==> src/rtl/pmrs_defines.svh <==
`ifndef PMRS_DEFINES_SVH
`define PMRS_DEFINES_SVH
// reset stretch after all sources release, in cycles of the 25 MHz clock
`define PMRS_RST_HOLD_CYCLES 8'h10
// mode request encodings
`define PMRS_REQ_NONE 2'h0
`define PMRS_REQ_IDLE 2'h1
`define PMRS_REQ_PD 2'h2
`define PMRS_REQ_TPD 2'h3
`endif

==> src/rtl/pmrs_pkg.sv <==
package pmrs_pkg;
  typedef enum logic [1:0] {
    PMRS_RUN = 2'b00,
    PMRS_IDLE = 2'b01,
    PMRS_PD = 2'b10,
    PMRS_TPD = 2'b11
  } pmrs_mode_type;
endpackage

==> src/rtl/pmrs_power_monitor.sv <==
`timescale 1ns/1ps
`include "pmrs_defines.svh"
module pmrs_power_monitor (
  input wire logic clk_i,
  input wire logic reset_n_i,
  input wire logic por_detect_i,
  input wire logic bo_below_i,
  input wire logic bo_enable_i,
  input wire logic bo_irq_mode_i,
  input wire logic reset_pin_select_i,
  input wire logic shared_reset_pin_i,
  input wire logic soft_reset_bit_i,
  input wire logic wdt_reset_i,
  input wire logic [1:0] mode_req_i,
  input wire logic irq_pending_i,
  input wire logic wake_irq_i,
  input wire logic pof_clear_i,
  input wire logic rc_is_sysclk_i,
  input wire logic rtc_enable_i,
  input wire logic cmp_pd_i,
  output logic core_reset_n_o,
  output logic bo_irq_o,
  output logic power_on_flag_o,
  output logic pin_input_o,
  output logic osc_enable_o,
  output logic cpu_clk_enable_o,
  output logic rc_osc_enable_o,
  output logic bo_detect_enable_o,
  output logic cmp_enable_o,
  output pmrs_pkg::pmrs_mode_type mode_o
);
  import pmrs_pkg::*;

  pmrs_mode_type mode_q, mode_d;
  logic [7:0] hold_q, hold_d;
  logic rst_n_q, rst_n_d;
  logic pu_q, pu_d;
  logic pof_q, pof_d;
  logic boi_q, boi_d;
  logic pin_q, pin_d;
  logic osc_q, osc_d, cpu_q, cpu_d, rc_q, rc_d, bod_q, bod_d, cmp_q, cmp_d;
  logic bo_active, bo_cond, pin_reset, any_reset;

  // brownout only exists while enabled and outside total power-down
  assign bo_active = bo_enable_i && (mode_q != PMRS_TPD);
  assign bo_cond = bo_active && bo_below_i;
  // pin is forced to reset duty until the power-up sequence completes
  assign pin_reset = (reset_pin_select_i || pu_q) && !shared_reset_pin_i;
  assign any_reset = por_detect_i || (bo_cond && !bo_irq_mode_i) || pin_reset
                     || soft_reset_bit_i || wdt_reset_i;

  // reset merge and stretch; release is counted so it is synchronous
  always_comb begin
    hold_d = hold_q;
    rst_n_d = rst_n_q;
    pu_d = pu_q;
    if (any_reset) begin
      hold_d = `PMRS_RST_HOLD_CYCLES;
      rst_n_d = 1'b0;
    end else if (hold_q != 8'h00) begin
      hold_d = hold_q - 8'h01;
    end else begin
      rst_n_d = 1'b1;
      pu_d = 1'b0; // power-up sequence ends at first release
    end
    if (por_detect_i) begin
      pu_d = 1'b1;
    end
  end

  // flags: power-on wins over software clear so the event is not lost
  always_comb begin
    pof_d = pof_q;
    if (pof_clear_i) begin
      pof_d = 1'b0;
    end
    if (por_detect_i) begin
      pof_d = 1'b1;
    end
    boi_d = bo_cond && bo_irq_mode_i;
    pin_d = shared_reset_pin_i && !reset_pin_select_i && !pu_q;
  end

  // power mode sequencing; reset always returns to run
  always_comb begin
    mode_d = mode_q;
    case (mode_q)
      PMRS_RUN: begin
        if (mode_req_i == `PMRS_REQ_IDLE) begin
          mode_d = PMRS_IDLE;
        end else if (mode_req_i == `PMRS_REQ_PD) begin
          mode_d = PMRS_PD;
        end else if (mode_req_i == `PMRS_REQ_TPD) begin
          mode_d = PMRS_TPD;
        end
      end
      PMRS_IDLE: begin
        if (irq_pending_i || boi_q) begin
          mode_d = PMRS_RUN;
        end
      end
      default: begin
        if (wake_irq_i) begin
          mode_d = PMRS_RUN;
        end
      end
    endcase
    if (any_reset) begin
      mode_d = PMRS_RUN;
    end
  end

  // clock and analog enables follow the next mode so they change with it
  always_comb begin
    osc_d = (mode_d == PMRS_RUN) || (mode_d == PMRS_IDLE);
    cpu_d = (mode_d == PMRS_RUN);
    rc_d = osc_d || (rc_is_sysclk_i && rtc_enable_i);
    bod_d = bo_enable_i && (mode_d != PMRS_TPD);
    cmp_d = !cmp_pd_i && (mode_d != PMRS_TPD);
  end

  // registers; sleep entry is no reset source, so ram outside keeps its contents
  always_ff @(posedge clk_i or negedge reset_n_i) begin
    if (!reset_n_i) begin
      mode_q <= PMRS_RUN;
      hold_q <= `PMRS_RST_HOLD_CYCLES;
      rst_n_q <= 1'b0;
      pu_q <= 1'b1;
      pof_q <= 1'b1;
      boi_q <= 1'b0;
      pin_q <= 1'b0;
      osc_q <= 1'b1;
      cpu_q <= 1'b1;
      rc_q <= 1'b1;
      bod_q <= 1'b0;
      cmp_q <= 1'b0;
    end else begin
      mode_q <= mode_d;
      hold_q <= hold_d;
      rst_n_q <= rst_n_d;
      pu_q <= pu_d;
      pof_q <= pof_d;
      boi_q <= boi_d;
      pin_q <= pin_d;
      osc_q <= osc_d;
      cpu_q <= cpu_d;
      rc_q <= rc_d;
      bod_q <= bod_d;
      cmp_q <= cmp_d;
    end
  end

  assign core_reset_n_o = rst_n_q;
  assign bo_irq_o = boi_q;
  assign power_on_flag_o = pof_q;
  assign pin_input_o = pin_q;
  assign osc_enable_o = osc_q;
  assign cpu_clk_enable_o = cpu_q;
  assign rc_osc_enable_o = rc_q;
  assign bo_detect_enable_o = bod_q;
  assign cmp_enable_o = cmp_q;
  assign mode_o = mode_q;

  // assertions
  bo_reset_a: assert property (@(posedge clk_i) disable iff (!reset_n_i)
    (bo_enable_i && bo_below_i && !bo_irq_mode_i && mode_q != PMRS_TPD) |=> !core_reset_n_o)
    else $error("brownout did not reset");
  bo_irq_a: assert property (@(posedge clk_i) disable iff (!reset_n_i)
    (bo_enable_i && bo_below_i && bo_irq_mode_i && mode_q != PMRS_TPD) |=> bo_irq_o)
    else $error("brownout irq missing");
  bo_off_a: assert property (@(posedge clk_i) disable iff (!reset_n_i)
    !bo_enable_i |=> !bo_irq_o && !bo_detect_enable_o)
    else $error("disabled brownout active");
  pof_hold_a: assert property (@(posedge clk_i) disable iff (!reset_n_i)
    (power_on_flag_o && !pof_clear_i) |=> power_on_flag_o)
    else $error("power-on flag lost");
  pof_set_a: assert property (@(posedge clk_i) disable iff (!reset_n_i)
    por_detect_i |=> power_on_flag_o && !core_reset_n_o)
    else $error("power-on not seen");
  idle_wake_a: assert property (@(posedge clk_i) disable iff (!reset_n_i)
    (mode_q == PMRS_IDLE && irq_pending_i) |=> mode_q == PMRS_RUN && cpu_clk_enable_o)
    else $error("idle not ended");
  pd_osc_a: assert property (@(posedge clk_i) disable iff (!reset_n_i)
    (mode_q == PMRS_PD || mode_q == PMRS_TPD) |-> !osc_enable_o && !cpu_clk_enable_o)
    else $error("oscillator runs in power-down");
  tpd_off_a: assert property (@(posedge clk_i) disable iff (!reset_n_i)
    mode_q == PMRS_TPD |-> !bo_detect_enable_o && !cmp_enable_o)
    else $error("analog on in total power-down");
  pin_reset_a: assert property (@(posedge clk_i) disable iff (!reset_n_i)
    (reset_pin_select_i && !shared_reset_pin_i) |=> !core_reset_n_o [*2])
    else $error("pin reset not held");
  soft_rst_a: assert property (@(posedge clk_i) disable iff (!reset_n_i)
    $fell(soft_reset_bit_i) && !any_reset |-> !core_reset_n_o ##16 !core_reset_n_o ##1 core_reset_n_o)
    else $error("reset release timing wrong");
  pd_wake_a: assert property (@(posedge clk_i) disable iff (!reset_n_i)
    (mode_q == PMRS_PD && wake_irq_i) |=> mode_q == PMRS_RUN)
    else $error("power-down not left");

  idle_c: cover property (@(posedge clk_i) mode_q == PMRS_IDLE ##[1:20] mode_q == PMRS_RUN);
  pd_c: cover property (@(posedge clk_i) mode_q == PMRS_PD ##[1:20] mode_q == PMRS_RUN);
  tpd_c: cover property (@(posedge clk_i) mode_q == PMRS_TPD);
  bo_irq_c: cover property (@(posedge clk_i) bo_irq_o);
endmodule

==> config.mk <==
export PLATFORM = sky130hd
export DESIGN_NAME = pmrs_power_monitor
export DESIGN_NICKNAME = d
export VERILOG_FILES = /design/src/rtl/pmrs_pkg.sv /design/src/rtl/pmrs_power_monitor.sv
export VERILOG_INCLUDE_DIRS = /design/src /design/src/rtl
export SDC_FILE = /design/constraint.sdc
export NUM_CORES = 1
export LEC_CHECK = 0
export ABC_AREA = 1
export BUFFER_PORTS_ARGS = -buffer_cell sky130_fd_sc_hd__buf_2
export CORE_MARGIN = 2
export CORE_UTILIZATION = 53
export CTS_CLUSTER_SIZE = 25
export DETAILED_ROUTE_END_ITERATION = 10
export PLACE_DENSITY_LB_ADDON = 0.1
export SLEW_MARGIN = 20
export SYNTH_ARGS = -nofsm -noshare
export SYNTH_HDL_FRONTEND = slang
export SYNTH_SLANG_ARGS = --single-unit
==> constraint.sdc <==
create_clock -name clk_i -period 3.6 [get_ports clk_i]
set_clock_uncertainty 0.1 [all_clocks]
set_input_delay 0.18 -clock clk_i [delete_from_list [all_inputs] [get_ports clk_i]]
set_output_delay 0.18 -clock clk_i [all_outputs]
set_load 0.02 [all_outputs]
==> impl_metrics.csv <==
group,metric,value,unit
layout,final_nets,167,
placement,io_buffers,28,
placement,dp_hpwl,1487,um
power,p_total,396.0,uW
placement,dp_cells,161,
floorplanning,die_w,47.38,um
power,swShare,0.2485,
floorplanning,core_area,1745,um^2
floorplanning,initial_core_util,0.5713,
synthesis,syn_inst,108,
global_routing,antenna_found_initial,0,
layout,synthToLayoutAreaGrowth,25.85,%
sta,fin_crit_sh,0.4038,
route,wire_per_inst,11.47,um
global_routing,grt_pass1_vias,802,
sta,maxSlewHeadroom,0.7105,
floorplanning,die_height,47.38,um
global_routing,grtUsageTotal,0.2111,
outcome,status,"completed",
route,vias_per_cell,4.842,
floorplanning,boundaryPins,29,
layout,utilization,0.7190,
sta,tightest_slew,0.4342,ns
clocking,clk_pin_slew,0.11,ns
setup_path,max_stage_delay,0.40,ns
route,drtPass1Iterations,4,
route,ant_nets,0,
route,drt_wl_total,1962,um
clocking,cts_buffers,3,
route,drc,0,
synthesis,seq_area_frac_synth,0.5094,
setup_path,worst_setup_path_end_kind,"register",
setup_path,worstPathCellList,"inv_1, ha_1, nand3_2, nor2_8, and3_1, nor2_1",
layout,final_cell_mix,"buf_2 (28), nand2_1 (18), inv_1 (16), dfrtp_1 (14), nor2_1 (13)",
layout,final_common_cell,"buf_2",
power,switching_power,98.39,uW
power,vdd_drop_max,0.0002104,V
sta,rsz0062_at_grt,"false",
layout,design_area,1255,um^2
route,drt_iter0_drc,8,
synthesis,ys_ff_latch,20,
setup_path,critPathArrivalTime,1.55,ns
setup_path,path_depth,6,
synthesis,synth.avg_cell_area,9.233,um^2
clocking,clkSinkCount,20,
sta,fin_setup_tns,0,ns
job,cap_violations,0,
sta,max_freq,0.6880,GHz
setup_path,worstRegToRegCells,6,
floorplanning,dieArea,2244,um^2
sta,finalHoldViolCount,0,
clocking,root_buffer,"clkbuf_4",
setup_path,crit_buf_inv,1,
min_path,hp-class,"input pin to register",
synthesis,ys_warn_count,0,
sta,slew_violations,0,
placement,place.gp.congestion,0.8378,
min_path,min_path_cells,3,
setup_path,critical-path-slowest-cell,"dfrtp_1",
power,p_comb_frac,0.139,
power,pwr_density_cell,315.5,nW/um^2
route,vias,828,
setup_path,critPathMaxFanout,9,
clocking,clock_latency,0.29,ns
layout,diodes,0,
global_routing,grt_pass1_wl,3256,um
setup_path,cp_data_required_time,3.69,ns
floorplanning,fp-row-count,15,
power,power_frac_clock,0.269,
layout,stdcell_count,171,
synthesis,syn-cell-area,997.2,um^2
clocking,clockBufferDepth,2,
setup_path,worstSetupStartpointType,"register",
clocking,h-tree-depth,1,
power,p_leak,0.0006674,uW
synthesis,syn-num-nets,128,
setup_path,critical_path_class,"register to register",
setup_path,cp_top_family,"simple AND/OR/NAND/NOR gates",
global_routing,grt_overflow,0,
placement,dpl_cell_area,1169,um^2
layout,layout-drive-gt1-share,0.3493,
synthesis,synth_cell_types,26,
sta,setup_viol,0,
power,power_frac_seq,0.592,
sta,period_needed,1.454,ns
global_routing,grt_max_degree,21,
power,intPower,297.6,uW
clocking,cts_tree,"built",
[per-layer routing]
layer,share of wire,wire length [um],vias to the layer above,track usage
met5,0,0,-,0
met4,0.013,25,0,0.09444
met3,0.028,54,4,0.03077
met2,0.54,1057,20,0.3757
met1,0.42,825,387,0.2482
li1,-,-,417,-
[sequential cells by signal (all words and copies together), names as in the netlist]
register and count:
osc_enable_o 1, mode_o 2, rc_osc_enable_o 1, bo_detect_enable_o 1, bo_irq_o 1, cmp_enable_o 1
core_reset_n_o 1, pin_input_o 1, power_on_flag_o 1, pu_q 1, cpu_clk_enable_o 1, hold_q 8
[power groups by stage]
stage	registers (uW)	clock network (uW)	logic (uW)
after CTS	234	112	55.8
after global placement	238	0	48.8
final	234	106	55.2
after global routing	235	120	61.9
after detailed placement	238	0	50.7
after floorplan	243	0	23.6
[cell type report]
type	count	area (um^2)
clock buffer	4	26.28
inverter	18	72.57
timing repair buffer	34	200.2
multi-input combinational	70	416.7
fill	144	490.5
sequential	20	508.0
tap	25	31.28
[worst min-delay path, cell delays in order]
cell	delay, ns
buf_2	0.12
inv_1	0.05
a21oi_1	0.04
[path summary, 6_finish.rpt]
kind	start	to	slack [ns]
worst max register to register	hold_q[1]	hold_q[7]	2.15
min in group asynchronous	reset_n_i	bo_irq_o	0.26
worst max-delay path	hold_q[1]	hold_q[7]	2.15
max in group asynchronous	reset_n_i	power_on_flag_o	2.80
worst min-delay path	bo_enable_i	bo_detect_enable_o	0.01
worst min register to register	power_on_flag_o	power_on_flag_o	0.38
[cells by family after synthesis]
| group | synth area share |
|---|---|
| and+or+nand+nor | 0.3112 |
| DFF | 0.5094 |
| buffers and inverters | 0.07277 |
| AOI/OAI and AO/OA | 0.04518 |
| xor gates and xnor gates | 0.02635 |
| adders and majority gates | 0.02509 |
| muxes | 0.01004 |
[cell usage after synthesis, drive strengths merged]
cell,number,share of area
o21a,1,0.0075
and3,1,0.0063
nor3,3,0.015
ha,2,0.025
nand2,23,0.11
nor3b,1,0.0075
o31ai,1,0.0075
dfrtp,14,0.35
mux2i,1,0.010
o21ai,4,0.020
xnor2,1,0.0088
nand4,2,0.019
dfstp,6,0.16
xor2,2,0.018
nor2,18,0.10
inv,18,0.073
nand3,8,0.045
a21oi,2,0.010
[metrics by stage]
step | hold WS (ns) | worst slack, ns
after floorplan | -0.2156 | 2.272
after global placement | 0.04532 | 2.215
after detailed placement | 0.04832 | 2.167
after CTS | 0.001386 | 2.142
after global routing | 0.01627 | 2.009
final | 0.01248 | 2.146
[timing repair]
item / in CTS / in global routing
hold buffers: 6 / 0
setup buffers: 0 / 0
hold endpoints to repair: 18 / 0
gates resized for setup: 0 / 0
endpoints found under the setup margin: 0 / 0
Power figures use the tool's default switching activity.
